===== config.mk =====
export PLATFORM = sky130hd
export DESIGN_NAME = button_settings_menu
export DESIGN_NICKNAME = d
export VERILOG_FILES = /design/src/menu_pkg.sv /design/src/btn_conditioner.sv /design/src/button_settings_menu.sv
export SDC_FILE = /design/constraint.sdc
export NUM_CORES = 2
export LEC_CHECK = 0
export BUFFER_PORTS_ARGS = -buffer_cell sky130_fd_sc_hd__buf_2
export CORE_MARGIN = 5
export CORE_UTILIZATION = 47
export DETAILED_ROUTE_END_ITERATION = 6
export PLACE_DENSITY_LB_ADDON = 0.12
export SYNTH_ARGS = -nofsm -noshare
export SYNTH_HDL_FRONTEND = slang
export SYNTH_SLANG_ARGS = --single-unit

===== constraint.sdc =====
create_clock -name CLK_IN -period 11.7 [get_ports CLK_IN]
set_input_delay 0.585 -clock CLK_IN [delete_from_list [all_inputs] [get_ports CLK_IN]]
set_output_delay 0.585 -clock CLK_IN [all_outputs]
set_load 0.005 [all_outputs]

===== src/menu_pkg.sv =====
package menu_pkg;
  // Clock and time base
  localparam int CLK_HZ = 20_000_000;
  localparam int MS_PER_S = 1000;
  localparam int MS_DIV = CLK_HZ / MS_PER_S;
  localparam int TIMEOUT_S = 3;
  localparam int TIMEOUT_MS = TIMEOUT_S * MS_PER_S;
  localparam int HOLD_S = 3;
  localparam int HOLD_MS = HOLD_S * MS_PER_S;
  localparam int DEBOUNCE_MS = 20;
  localparam int MS_CNT_W = 13;

  // Settings table: index, code, default value (BCD), number of choices (0 = numeric)
  localparam int NSET = 9;
  localparam int SET_PRESS_UNIT = 0;
  localparam int SET_TEMP_UNIT = 1;
  localparam int SET_PUMP_RATIO = 2;
  localparam int SET_IDLE_RPM = 3;
  localparam int SET_WARN_PUMP = 4;
  localparam int SET_CUT_PUMP = 5;
  localparam int SET_OIL_WARN = 6;
  localparam int SET_OIL_CUT = 7;
  localparam int SET_AUTO_ON = 8;
  localparam logic [11:0] SET_CODE [NSET] = '{12'h310, 12'h311, 12'h312, 12'h313, 12'h314,
                                              12'h315, 12'h316, 12'h317, 12'h321};
  localparam logic [15:0] SET_DEFAULT [NSET] = '{16'h0000, 16'h0000, 16'h0244, 16'h0900, 16'h3650,
                                                 16'h4500, 16'h0212, 16'h0240, 16'h0000};
  localparam logic [3:0] SET_CHOICES [NSET] = '{4'h3, 4'h2, 4'h0, 4'h0, 4'h0, 4'h0, 4'h0, 4'h0, 4'h2};
  localparam logic [11:0] CODE_FIRST = 12'h100;
  localparam logic [15:0] PCT_SCALE = 16'h0064;

  // Display digit codes beyond 0-9, and the highest decimal digit
  localparam logic [3:0] DIG_BLANK = 4'hA;
  localparam logic [3:0] DIG_ERR = 4'hE;
  localparam logic [3:0] DIG_DASH = 4'hF;
  localparam logic [3:0] DIG_MAX = 4'h9;

  // AXI4-Lite register map (byte addresses)
  localparam int ADDR_W = 8;
  localparam logic [ADDR_W-1:0] REG_CTRL = 8'h00;
  localparam logic [ADDR_W-1:0] REG_STATUS = 8'h04;
  localparam logic [ADDR_W-1:0] REG_DISPLAY = 8'h08;
  localparam logic [ADDR_W-1:0] REG_SET_BASE = 8'h20;
  localparam int CTRL_LOCK_BIT = 0;
  localparam logic [1:0] RESP_OKAY = 2'h0;
  localparam logic [1:0] RESP_SLVERR = 2'h2;

  typedef enum logic [2:0] {ST_NORMAL, ST_DASHES, ST_CODE, ST_EDIT, ST_ERROR} menu_state_t;

  typedef struct packed {
    logic awvalid;
    logic [ADDR_W-1:0] awaddr;
    logic wvalid;
    logic [31:0] wdata;
    logic [3:0] wstrb;
    logic bready;
    logic arvalid;
    logic [ADDR_W-1:0] araddr;
    logic rready;
  } axi_req_t;

  typedef struct packed {
    logic awready;
    logic wready;
    logic bvalid;
    logic [1:0] bresp;
    logic arready;
    logic rvalid;
    logic [31:0] rdata;
    logic [1:0] rresp;
  } axi_rsp_t;

  typedef struct packed {
    logic valid;
    logic [3:0] index;
    logic [15:0] data;
  } nv_word_t;

  typedef struct packed {
    logic rpm_ok;
    logic overspeed;
    logic disengage;
    logic oil_warn;
    logic oil_cut;
  } limits_t;

  typedef struct packed {
    logic temp_c;
    logic [1:0] press_unit;
    logic auto_on;
  } options_t;
endpackage


===== src/btn_conditioner.sv =====
`timescale 1ns/1ps
module btn_conditioner
  import menu_pkg::*;
#(
  parameter int N = 2,
  parameter int DEB_MS = DEBOUNCE_MS
) (
  input wire logic clk_in,
  input wire logic rst_n_in,
  input wire logic ms_tick_in,
  input wire logic [N-1:0] raw_in,
  output logic [N-1:0] level_out
);
  localparam logic [7:0] DEB_LAST = 8'(DEB_MS);

  genvar i;
  generate
    for (i = 0; i < N; i++) begin : g_btn
      logic meta_q;
      logic sync_q;
      logic [7:0] stable_q;
      logic level_q;

      // Two-stage synchroniser; only sync_q is looked at
      always_ff @(posedge clk_in or negedge rst_n_in) begin
        if (!rst_n_in) begin
          meta_q <= 1'b0;
          sync_q <= 1'b0;
        end else begin
          meta_q <= raw_in[i];
          sync_q <= meta_q;
        end
      end

      // Level accepted only after staying put for the whole debounce window
      always_ff @(posedge clk_in or negedge rst_n_in) begin
        if (!rst_n_in) begin
          stable_q <= 8'h00;
          level_q <= 1'b0;
        end else if (sync_q == level_q) begin
          stable_q <= 8'h00;
        end else if (ms_tick_in) begin
          if (stable_q >= DEB_LAST - 8'h01) begin
            level_q <= sync_q;
            stable_q <= 8'h00;
          end else begin
            stable_q <= stable_q + 8'h01;
          end
        end
      end
      // Each bit keeps its own flop, so the vector has one driver per bit
      assign level_out[i] = level_q;
    end
  endgenerate
endmodule


===== src/button_settings_menu.sv =====
`timescale 1ns/1ps
// Functional notes
// - In the settings state, three seconds without button input returns to normal.
// - Holding MODE enters settings; four dashes show, ready for a code.
// - Every setting is reached only through a three-digit decimal code.
// - First ON/OFF after dashes shows 100, leading digit flashing; ON/OFF raises it.
// - MODE moves the cursor to the middle digit; further MODE raises it.
// - Next ON/OFF moves to the last digit; further ON/OFF raises it.
// - Known code shows its stored value or option; unknown code shows an error.
// - While a known code's value is shown, the inactivity timeout is suspended.
// - While editing, MODE picks the flashing digit; ON/OFF changes it or the option.
// - MODE then ON/OFF held together leaves editing; four dashes then show.
// - After that exit a new code is accepted, or three idle seconds end the menu.
// - 311 picks Fahrenheit or Celsius, default F; 310 picks psi, kPa or bar.
// - 313 holds the highest engine speed allowing engagement, default 900.
// - 314 holds the pump speed for overspeed warning, default 3650.
// - 315 holds the pump speed for automatic disengagement, default 4500.
// - 316 holds the oil overheat warning temperature, default 212 F.
// - 317 holds the oil temperature for disengagement, default 240 F.
// - 321 holds the auto-on with interlock option, default off.
// - A separate setting holds the pump ratio, default 2.44.
// - Pump-speed limits are divided by the pump ratio before comparing engine speed.
module button_settings_menu
  import menu_pkg::*;
#(
  parameter int MS_CYCLES = MS_DIV,
  parameter int TIMEOUT_TICKS = TIMEOUT_MS,
  parameter int HOLD_TICKS = HOLD_MS
) (
  input wire logic CLK_IN,
  input wire logic RST_N_IN,
  input wire logic MODE_BTN_IN,
  input wire logic ONOFF_BTN_IN,
  input wire logic [13:0] ENGINE_RPM_IN,
  input wire logic [9:0] OIL_TEMP_F_IN,
  input wire nv_word_t NV_LOAD_IN,
  input wire axi_req_t S_AXI_REQ_IN,
  output axi_rsp_t S_AXI_RSP_OUT,
  output nv_word_t NV_SAVE_OUT,
  output logic [15:0] DISP_DIGITS_OUT,
  output logic [3:0] DISP_FLASH_OUT,
  output logic MENU_ACTIVE_OUT,
  output limits_t LIMITS_OUT,
  output options_t OPTIONS_OUT
);
  localparam logic [MS_CNT_W-1:0] TIMEOUT_LAST = MS_CNT_W'(TIMEOUT_TICKS);
  localparam logic [MS_CNT_W-1:0] HOLD_LAST = MS_CNT_W'(HOLD_TICKS);
  localparam logic [14:0] DIV_LAST = 15'(MS_CYCLES - 1);

  // Packed BCD to binary, four digits
  function automatic logic [13:0] bcd2bin(input logic [15:0] b);
    bcd2bin = 14'((((b[15:12] * 4'd10) + 14'(b[11:8])) * 14'd10 + 14'(b[7:4])) * 14'd10 + 14'(b[3:0]));
  endfunction

  // Decimal digit increment with wrap
  function automatic logic [3:0] dig_inc(input logic [3:0] d);
    dig_inc = (d >= DIG_MAX) ? 4'h0 : d + 4'h1;
  endfunction

  logic [14:0] div_q;
  logic ms_tick_q;
  logic [1:0] level;
  logic [1:0] level_q;
  logic [1:0] released;
  logic spoiled_q;
  logic [MS_CNT_W-1:0] mode_hold_q;
  logic [MS_CNT_W-1:0] both_hold_q;
  logic mode_hold_fire;
  logic both_hold_fire;
  logic [MS_CNT_W-1:0] idle_q;
  logic timeout_hit;
  logic mode_rel;
  logic on_rel;
  menu_state_t state_q;
  logic [1:0] cursor_q;
  logic [11:0] code_q;
  logic [3:0] sel_q;
  logic code_hit;
  logic [3:0] code_idx;
  logic [15:0] set_q [NSET];
  logic lock_q;
  logic edit_wr;
  logic [15:0] edit_val;
  logic leave_edit;
  logic aw_wait_q;
  logic w_wait_q;
  logic [ADDR_W-1:0] awaddr_q;
  logic [31:0] wdata_q;
  logic [3:0] wstrb_q;
  logic bus_wr;
  logic [31:0] rd_val;
  logic rd_ok;
  logic [3:0] wr_idx;
  logic wr_is_set;
  logic [ADDR_W-1:0] wr_off, rd_off;
  logic [27:0] rpm_scaled;

  // Millisecond enable; the only slower rate in the block
  always_ff @(posedge CLK_IN or negedge RST_N_IN) begin
    if (!RST_N_IN) begin
      div_q <= 15'h0000;
      ms_tick_q <= 1'b0;
    end else begin
      ms_tick_q <= (div_q == DIV_LAST);
      div_q <= (div_q == DIV_LAST) ? 15'h0000 : div_q + 15'h0001;
    end
  end

  btn_conditioner #(.N(2), .DEB_MS(DEBOUNCE_MS)) u_btn (
    .clk_in(CLK_IN),
    .rst_n_in(RST_N_IN),
    .ms_tick_in(ms_tick_q),
    .raw_in({ONOFF_BTN_IN, MODE_BTN_IN}),
    .level_out(level)
  );

  // Short presses act on release, so a chord or a long MODE hold never nudges a digit
  assign released = level_q & ~level;
  assign mode_rel = released[0] & ~level[1] & ~spoiled_q;
  assign on_rel = released[1] & ~level[0] & ~spoiled_q;
  assign mode_hold_fire = ms_tick_q && level == 2'b01 && mode_hold_q == HOLD_LAST - 1'b1;
  assign both_hold_fire = ms_tick_q && level == 2'b11 && both_hold_q == HOLD_LAST - 1'b1;

  // Press history: previous level and the spoil flag for chords and holds
  always_ff @(posedge CLK_IN or negedge RST_N_IN) begin
    if (!RST_N_IN) begin
      level_q <= 2'b00;
      spoiled_q <= 1'b0;
    end else begin
      level_q <= level;
      if (level == 2'b00) begin
        spoiled_q <= 1'b0;
      end else if (level == 2'b11 || mode_hold_fire || both_hold_fire) begin
        spoiled_q <= 1'b1;
      end
    end
  end

  // Hold timers in milliseconds
  always_ff @(posedge CLK_IN or negedge RST_N_IN) begin
    if (!RST_N_IN) begin
      mode_hold_q <= '0;
      both_hold_q <= '0;
    end else begin
      if (level != 2'b01) begin
        mode_hold_q <= '0;
      end else if (ms_tick_q && mode_hold_q != HOLD_LAST) begin
        mode_hold_q <= mode_hold_q + 1'b1;
      end
      if (level != 2'b11) begin
        both_hold_q <= '0;
      end else if (ms_tick_q && both_hold_q != HOLD_LAST) begin
        both_hold_q <= both_hold_q + 1'b1;
      end
    end
  end

  // Inactivity timer; held at zero in normal state, while editing, or while any button is down
  assign timeout_hit = ms_tick_q && idle_q == TIMEOUT_LAST - 1'b1;
  always_ff @(posedge CLK_IN or negedge RST_N_IN) begin
    if (!RST_N_IN) begin
      idle_q <= '0;
    end else if (level != 2'b00 || level_q != 2'b00 || state_q == ST_EDIT || state_q == ST_NORMAL) begin
      idle_q <= '0;
    end else if (ms_tick_q) begin
      idle_q <= idle_q + 1'b1;
    end
  end

  // Code lookup
  always_comb begin
    code_hit = 1'b0;
    code_idx = 4'h0;
    for (int i = 0; i < NSET; i++) begin
      if (code_q == SET_CODE[i]) begin
        code_hit = 1'b1;
        code_idx = 4'(i);
      end
    end
  end

  assign leave_edit = state_q == ST_EDIT && both_hold_fire;

  // Menu sequencer
  always_ff @(posedge CLK_IN or negedge RST_N_IN) begin
    if (!RST_N_IN) begin
      state_q <= ST_NORMAL;
      cursor_q <= 2'h0;
      code_q <= 12'h000;
      sel_q <= 4'h0;
    end else begin
      unique case (state_q)
        ST_NORMAL: begin
          if (mode_hold_fire && !lock_q) begin
            state_q <= ST_DASHES;
          end
        end
        ST_DASHES: begin
          if (timeout_hit) begin
            state_q <= ST_NORMAL;
          end else if (on_rel) begin
            code_q <= CODE_FIRST;
            cursor_q <= 2'h0;
            state_q <= ST_CODE;
          end
        end
        ST_CODE: begin
          if (timeout_hit) begin
            state_q <= ST_NORMAL;
          end else begin
            unique case (cursor_q)
              2'h0: begin
                if (on_rel) begin
                  code_q[11:8] <= dig_inc(code_q[11:8]);
                end else if (mode_rel) begin
                  cursor_q <= 2'h1;
                end
              end
              2'h1: begin
                if (mode_rel) begin
                  code_q[7:4] <= dig_inc(code_q[7:4]);
                end else if (on_rel) begin
                  cursor_q <= 2'h2;
                end
              end
              default: begin
                if (on_rel) begin
                  code_q[3:0] <= dig_inc(code_q[3:0]);
                end else if (mode_rel) begin
                  cursor_q <= 2'h0;
                  sel_q <= code_idx;
                  state_q <= code_hit ? ST_EDIT : ST_ERROR;
                end
              end
            endcase
          end
        end
        ST_EDIT: begin
          if (both_hold_fire) begin
            state_q <= ST_DASHES;
          end else if (mode_rel) begin
            cursor_q <= cursor_q + 2'h1;
          end
        end
        ST_ERROR: begin
          if (timeout_hit) begin
            state_q <= ST_NORMAL;
          end else if (on_rel || mode_rel) begin
            state_q <= ST_DASHES;
          end
        end
        default: state_q <= ST_NORMAL;
      endcase
    end
  end

  // New value for the setting under edit
  always_comb begin
    edit_val = set_q[sel_q];
    edit_wr = state_q == ST_EDIT && on_rel;
    if (SET_CHOICES[sel_q] != 4'h0) begin
      edit_val[3:0] = (set_q[sel_q][3:0] + 4'h1 >= SET_CHOICES[sel_q]) ? 4'h0 : set_q[sel_q][3:0] + 4'h1;
    end else begin
      unique case (cursor_q)
        2'h0: edit_val[15:12] = dig_inc(set_q[sel_q][15:12]);
        2'h1: edit_val[11:8] = dig_inc(set_q[sel_q][11:8]);
        2'h2: edit_val[7:4] = dig_inc(set_q[sel_q][7:4]);
        default: edit_val[3:0] = dig_inc(set_q[sel_q][3:0]);
      endcase
    end
  end

  // Settings store; menu edit beats a restore, which beats a bus write
  assign wr_off = (awaddr_q - REG_SET_BASE) >> 2; // Range test on the full offset, so no far address aliases
  assign wr_idx = wr_off[3:0];
  assign wr_is_set = awaddr_q >= REG_SET_BASE && wr_off < ADDR_W'(NSET) && awaddr_q[1:0] == 2'b00;
  genvar g;
  generate
    for (g = 0; g < NSET; g++) begin : g_set
      always_ff @(posedge CLK_IN or negedge RST_N_IN) begin
        if (!RST_N_IN) begin
          set_q[g] <= SET_DEFAULT[g];
        end else if (edit_wr && sel_q == 4'(g)) begin
          set_q[g] <= edit_val;
        end else if (NV_LOAD_IN.valid && NV_LOAD_IN.index == 4'(g)) begin
          set_q[g] <= NV_LOAD_IN.data;
        end else if (bus_wr && wr_is_set && wr_idx == 4'(g)) begin
          if (wstrb_q[0]) begin
            set_q[g][7:0] <= wdata_q[7:0];
          end
          if (wstrb_q[1]) begin
            set_q[g][15:8] <= wdata_q[15:8];
          end
        end
      end
    end
  endgenerate

  // Save the edited word to nonvolatile storage when editing is left
  always_ff @(posedge CLK_IN or negedge RST_N_IN) begin
    if (!RST_N_IN) begin
      NV_SAVE_OUT <= '0;
    end else begin
      NV_SAVE_OUT.valid <= leave_edit;
      NV_SAVE_OUT.index <= sel_q;
      NV_SAVE_OUT.data <= set_q[sel_q];
    end
  end

  // Display drive
  always_ff @(posedge CLK_IN or negedge RST_N_IN) begin
    if (!RST_N_IN) begin
      DISP_DIGITS_OUT <= {4{DIG_BLANK}};
      DISP_FLASH_OUT <= 4'h0;
      MENU_ACTIVE_OUT <= 1'b0;
    end else begin
      MENU_ACTIVE_OUT <= state_q != ST_NORMAL;
      unique case (state_q)
        ST_NORMAL: begin
          DISP_DIGITS_OUT <= {4{DIG_BLANK}};
          DISP_FLASH_OUT <= 4'h0;
        end
        ST_DASHES: begin
          DISP_DIGITS_OUT <= {4{DIG_DASH}};
          DISP_FLASH_OUT <= 4'h0;
        end
        ST_CODE: begin
          DISP_DIGITS_OUT <= {DIG_BLANK, code_q};
          DISP_FLASH_OUT <= 4'h4 >> cursor_q;
        end
        ST_EDIT: begin
          DISP_DIGITS_OUT <= set_q[sel_q];
          DISP_FLASH_OUT <= (SET_CHOICES[sel_q] != 4'h0) ? 4'h1 : 4'h8 >> cursor_q;
        end
        ST_ERROR: begin
          DISP_DIGITS_OUT <= {DIG_ERR, code_q};
          DISP_FLASH_OUT <= 4'hF;
        end
        default: begin
          DISP_DIGITS_OUT <= {4{DIG_BLANK}};
          DISP_FLASH_OUT <= 4'h0;
        end
      endcase
    end
  end

  // Pump-speed limits: engine rpm times ratio (hundredths) against pump rpm times 100
  assign rpm_scaled = 28'(ENGINE_RPM_IN) * 28'(bcd2bin(set_q[SET_PUMP_RATIO]));
  always_ff @(posedge CLK_IN or negedge RST_N_IN) begin
    if (!RST_N_IN) begin
      LIMITS_OUT <= '0;
      OPTIONS_OUT <= '0;
    end else begin
      LIMITS_OUT.rpm_ok <= ENGINE_RPM_IN <= bcd2bin(set_q[SET_IDLE_RPM]);
      LIMITS_OUT.overspeed <= rpm_scaled >= 28'(bcd2bin(set_q[SET_WARN_PUMP])) * 28'(PCT_SCALE);
      LIMITS_OUT.disengage <= rpm_scaled >= 28'(bcd2bin(set_q[SET_CUT_PUMP])) * 28'(PCT_SCALE);
      LIMITS_OUT.oil_warn <= 14'(OIL_TEMP_F_IN) >= bcd2bin(set_q[SET_OIL_WARN]);
      LIMITS_OUT.oil_cut <= 14'(OIL_TEMP_F_IN) >= bcd2bin(set_q[SET_OIL_CUT]);
      OPTIONS_OUT.temp_c <= set_q[SET_TEMP_UNIT][0];
      OPTIONS_OUT.press_unit <= set_q[SET_PRESS_UNIT][1:0];
      OPTIONS_OUT.auto_on <= set_q[SET_AUTO_ON][0];
    end
  end

  // AXI4-Lite write: address and data held until both present, then one answer
  assign bus_wr = aw_wait_q && w_wait_q && !S_AXI_RSP_OUT.bvalid;
  always_ff @(posedge CLK_IN or negedge RST_N_IN) begin
    if (!RST_N_IN) begin
      aw_wait_q <= 1'b0;
      w_wait_q <= 1'b0;
      awaddr_q <= '0;
      wdata_q <= 32'h00000000;
      wstrb_q <= 4'h0;
      S_AXI_RSP_OUT.awready <= 1'b1;
      S_AXI_RSP_OUT.wready <= 1'b1;
      S_AXI_RSP_OUT.bvalid <= 1'b0;
      S_AXI_RSP_OUT.bresp <= RESP_OKAY;
      lock_q <= 1'b0;
    end else begin
      if (S_AXI_REQ_IN.awvalid && S_AXI_RSP_OUT.awready) begin
        aw_wait_q <= 1'b1;
        awaddr_q <= S_AXI_REQ_IN.awaddr;
        S_AXI_RSP_OUT.awready <= 1'b0;
      end
      if (S_AXI_REQ_IN.wvalid && S_AXI_RSP_OUT.wready) begin
        w_wait_q <= 1'b1;
        wdata_q <= S_AXI_REQ_IN.wdata;
        wstrb_q <= S_AXI_REQ_IN.wstrb;
        S_AXI_RSP_OUT.wready <= 1'b0;
      end
      if (bus_wr) begin
        S_AXI_RSP_OUT.bvalid <= 1'b1;
        S_AXI_RSP_OUT.bresp <= (wr_is_set || awaddr_q == REG_CTRL) ? RESP_OKAY : RESP_SLVERR;
        if (awaddr_q == REG_CTRL && wstrb_q[0]) begin
          lock_q <= wdata_q[CTRL_LOCK_BIT]; // Lock blocks menu entry, e.g. while pumping
        end
      end
      if (S_AXI_RSP_OUT.bvalid && S_AXI_REQ_IN.bready) begin
        S_AXI_RSP_OUT.bvalid <= 1'b0;
        aw_wait_q <= 1'b0;
        w_wait_q <= 1'b0;
        S_AXI_RSP_OUT.awready <= 1'b1;
        S_AXI_RSP_OUT.wready <= 1'b1;
      end
    end
  end

  // Read decode
  assign rd_off = (S_AXI_REQ_IN.araddr - REG_SET_BASE) >> 2;
  always_comb begin
    rd_val = 32'h00000000;
    rd_ok = 1'b1;
    if (S_AXI_REQ_IN.araddr == REG_CTRL) begin
      rd_val[CTRL_LOCK_BIT] = lock_q;
    end else if (S_AXI_REQ_IN.araddr == REG_STATUS) begin
      rd_val = {4'h0, code_q, 4'h0, sel_q, 2'h0, cursor_q, 1'b0, state_q};
    end else if (S_AXI_REQ_IN.araddr == REG_DISPLAY) begin
      rd_val = {12'h000, DISP_FLASH_OUT, DISP_DIGITS_OUT};
    end else if (S_AXI_REQ_IN.araddr >= REG_SET_BASE && S_AXI_REQ_IN.araddr[1:0] == 2'b00 &&
                 rd_off < ADDR_W'(NSET)) begin
      rd_val = {16'h0000, set_q[rd_off[3:0]]};
    end else begin
      rd_ok = 1'b0;
    end
  end

  // AXI4-Lite read: answer one cycle after the address is taken
  always_ff @(posedge CLK_IN or negedge RST_N_IN) begin
    if (!RST_N_IN) begin
      S_AXI_RSP_OUT.arready <= 1'b1;
      S_AXI_RSP_OUT.rvalid <= 1'b0;
      S_AXI_RSP_OUT.rdata <= 32'h00000000;
      S_AXI_RSP_OUT.rresp <= RESP_OKAY;
    end else if (S_AXI_REQ_IN.arvalid && S_AXI_RSP_OUT.arready) begin
      S_AXI_RSP_OUT.arready <= 1'b0;
      S_AXI_RSP_OUT.rvalid <= 1'b1;
      S_AXI_RSP_OUT.rdata <= rd_val;
      S_AXI_RSP_OUT.rresp <= rd_ok ? RESP_OKAY : RESP_SLVERR;
    end else if (S_AXI_RSP_OUT.rvalid && S_AXI_REQ_IN.rready) begin
      S_AXI_RSP_OUT.rvalid <= 1'b0;
      S_AXI_RSP_OUT.arready <= 1'b1;
    end
  end
endmodule


==> impl_results.md <==
* H-tree Lvls at 2
* Yosys cell types at 93
* I/O Pins at 198
* First-pass GRT wire length at 186000 um
* Worst path max stage delay at 580 ps
* Share of layout cells above drive strength 1 at 0.113
* Wire per inst at 20.7 um
* Failing checks: max-capacitance violations
* Cell taking the most area after synthesis: dfrtp_1
* Max Root-Sink Buffers at 3
* Later-pin clock latency in the skew report at 600 ps
* Post-synth EDFFs at 0
* Simple-gate share of the synthesized area at 0.148
* Max-cap violations at 1
* Syn. warnings at 0
* Total CTS buffers at 44
* Initial DRC count at 2410
* Met1 wire length at 52200 um
* Largest family of logic cells by synthesized area: adder cells
* Root Buffer: clkbuf_16
* Finish-stage setup viols at 0
* Register clock-pin slew on the reported worst setup and hold paths at 70 ps
* Final hold slack at 6.81 ps
* Share of the synthesized area in the top cell type at 0.203
* Synth Area in Compound Gates at 0.149
* Post-DRT Antenna Nets at 0
* Total Routed Length at 119000 um
* Fill cells at 8171
* Kind of critical path: register to register
* WL met2 at 53300 um
* Most frequent CP cell: fa_1
* Post-layout minimum cycle time at 11180 ps
* Reg2reg start: set_q[109]$_DFFE_PN0P_
* Worst Path Arrival at 11660 ps
* Pin count of the biggest net entering global routing at 97
* Cell count after synthesis at 4473
* Row cnt at 107
* FMAX at 89.5 MHz
* Final net count at 5443
* Seq/Total Area, Yosys at 0.223
* Gr ovfl total at 0
* Mapped cell area at 0.0406 mm^2
* Vias/cell at 5.77
* Most frequent cells after synthesis: ha_1 (575), nand2_1 (472), inv_1 (352)
* Reg2Reg Depth at 43
* Main synth FF type: dfrtp_1
* Post-synthesis mux area share at 0.0833
* Avg Inst Size Synth at 9.08 um^2
* Hold Path Class: input pin to asynchronous set/reset pin
* Slew headroom at 0.00794
* Final Hold Viols at 0
* Clock skew at 31.5 ps
* DP HPWL at 92500 um
* Drt drc at 0
* Reg-to-reg endpoint: LIMITS_OUT[2]$_DFF_PN0_
* Die area at 0.0924 mm^2
* Worst-margin pin slew at 1480 ps
* Slew Viols, Final at 0
* Status: finished, violations left
* Vias at 33200
* RePlAce Congestion at 0.961
* Crit-path max FO at 5
* XOR/XNOR Fraction of Synth Area at 0.0711
* Synth-to-Final Area Change at 9.30%
* CORE AREA at 0.0854 mm^2
* Synth top area cells: dfrtp_1 (20%), ha_1 (18%), fa_1 (9.6%), nand2_1 (4.4%), xnor2_1 (4.3%)
* Initial antenna violation count at 14
* Critical Path Sink Type: register
* FFs w/ async S/R, synth at 1.00
* Die Ht at 304 um
* Gr usage total at 0.250
* Worst Setup Start Kind: register
* Number of port buffers at 173
* Vias in the first global route at 32600
* Final period util at 0.955
* Metal3 WL at 9620 um
* CP max stage cell: fa_1
* TritonCTS clock tree: built
* Synthesized-area fraction occupied by adder cells at 0.273
* Die W at 304 um
* Clk sinks at 360
* Most frequent cell after synthesis: ha_1
* Worst EP required at 12180 ps
* CP delay by family, top: adder cells
* DRT Pass-1 Iters at 6
* CP Buf/Inv Count at 3
* FF-to-FF setup slack at 520 ps
* Number of synthesized register bits at 360
* Max layer used: met5
* Initial Utilization at 0.475
[through the flow]
stage                      util  setup TNS, ps  instances  instance area, um^2  setup slack (ps)
final                     0.520              0       5753                44400               524
after global routing      0.520          -44.9       5748                44400             -31.7
after global placement    0.499              0       5662                42600               174
after CTS                 0.518              0       5744                44200              76.8
after floorplan               -              0       4478                40600               600
after detailed placement  0.499              0       5662                42600              86.2
[worst max-delay path by stage]
stage / from / end / cells after the start
finish: set_q[109]$_DFFE_PN0P_ / LIMITS_OUT[2]$_DFF_PN0_ / 43
global route: set_q[109]$_DFFE_PN0P_ / LIMITS_OUT[3]$_DFF_PN0_ / 44
floorplan: set_q[109]$_DFFE_PN0P_ / LIMITS_OUT[2]$_DFF_PN0_ / 44
detailed placement: set_q[109]$_DFFE_PN0P_ / LIMITS_OUT[2]$_DFF_PN0_ / 46
global placement: set_q[109]$_DFFE_PN0P_ / LIMITS_OUT[2]$_DFF_PN0_ / 46
CTS: set_q[109]$_DFFE_PN0P_ / LIMITS_OUT[2]$_DFF_PN0_ / 46
[what timing repair did]
action / in CTS / in global routing
gates resized for setup: 0 / 23
buffers inserted: 0 / 3
endpoints found under the setup margin: 0 / 2
hold buffers: 0 / 0
[metal layers]
layer,up-vias,track usage
met5,-,0
met4,6,0.0796
met3,241,0.0553
met2,1049,0.398
met1,16000,0.341
li1,15900,-
[worst register-to-register path, delay by kind of cell, from the launching register on]
| kind | cells | cell delay [ps] |
|---|---|---|
| DFF | 1 | 380 |
| AOI/OAI and AO/OA | 12 | 2570 |
| xor gates and xnor gates | 6 | 1090 |
| buffers and inverters | 3 | 180 |
| adders and majority gates | 15 | 5860 |
| and+or+nand+nor | 7 | 1010 |
[state kept, by name, indices dropped and copies added (netlist names), 3 cells and up]
signal,cells
mode_hold_q,13
code_q,12
LIMITS_OUT,5
div_q,15
OPTIONS_OUT,4
set_q,144
awaddr_q,8
state_q,3
DISP_FLASH_OUT,4
idle_q,13
wdata_q,16
S_AXI_RSP_OUT,35
both_hold_q,13
u_btn.g_btn.stable_q,16
DISP_DIGITS_OUT,16
NV_SAVE_OUT,21
sel_q,4
[final cells by class]
cell class	count	area [um^2]	share of cell area
multi-input combinational	3571	29600	0.668
timing repair buffer	232	1320	0.0297
clock buffer	56	1230	0.0276
antenna	6	15.0	0.000338
clock inverter	26	355	0.00801
inverter	358	1340	0.0303
sequential	360	9050	0.204
tap	1144	1430	0.0322
[placed cells by master, fill, tap and decap left out, types with 34 or more instances in the layout]
| master | Yosys | final |
|---|---|---|
| ha_1 | 575 | 570 |
| a21oi_1 | 231 | 228 |
| and2_1 | 97 | 97 |
| a22oi_1 | 34 | 34 |
| buf_2 | 10 | 172 |
| buf_4 | 12 | 59 |
| clkbuf_16 | 0 | 44 |
| xnor2_1 | 198 | 195 |
| dfrtp_1 | 330 | 328 |
| a31oi_1 | 34 | 34 |
| xor2_1 | 124 | 120 |
| nand3_1 | 85 | 84 |
| nand2b_1 | 57 | 57 |
| nor2b_1 | 69 | 69 |
| o21ai_1 | 169 | 169 |
| fa_1 | 195 | 195 |
| mux4_2 | 60 | 60 |
| nor3_1 | 70 | 69 |
| a21o_1 | 78 | 78 |
| mux2i_1 | 149 | 149 |
| nand2_1 | 472 | 471 |
| nor2_1 | 240 | 238 |
| mux2_2 | 48 | 48 |
| inv_1 | 352 | 352 |
| o21ai_0 | 123 | 123 |
[cells by family after synthesis]
family | count (synthesis)
xor+xnor | 325
other cells | 1
fa+ha+maj | 770
compound gates | 954
mux | 257
flops | 360
simple gates | 1259
buf+inv | 547
Power is left out: the tool's default activity adds up to more than one toggle a clock period on the data nets, which glitch-free logic cannot reach.
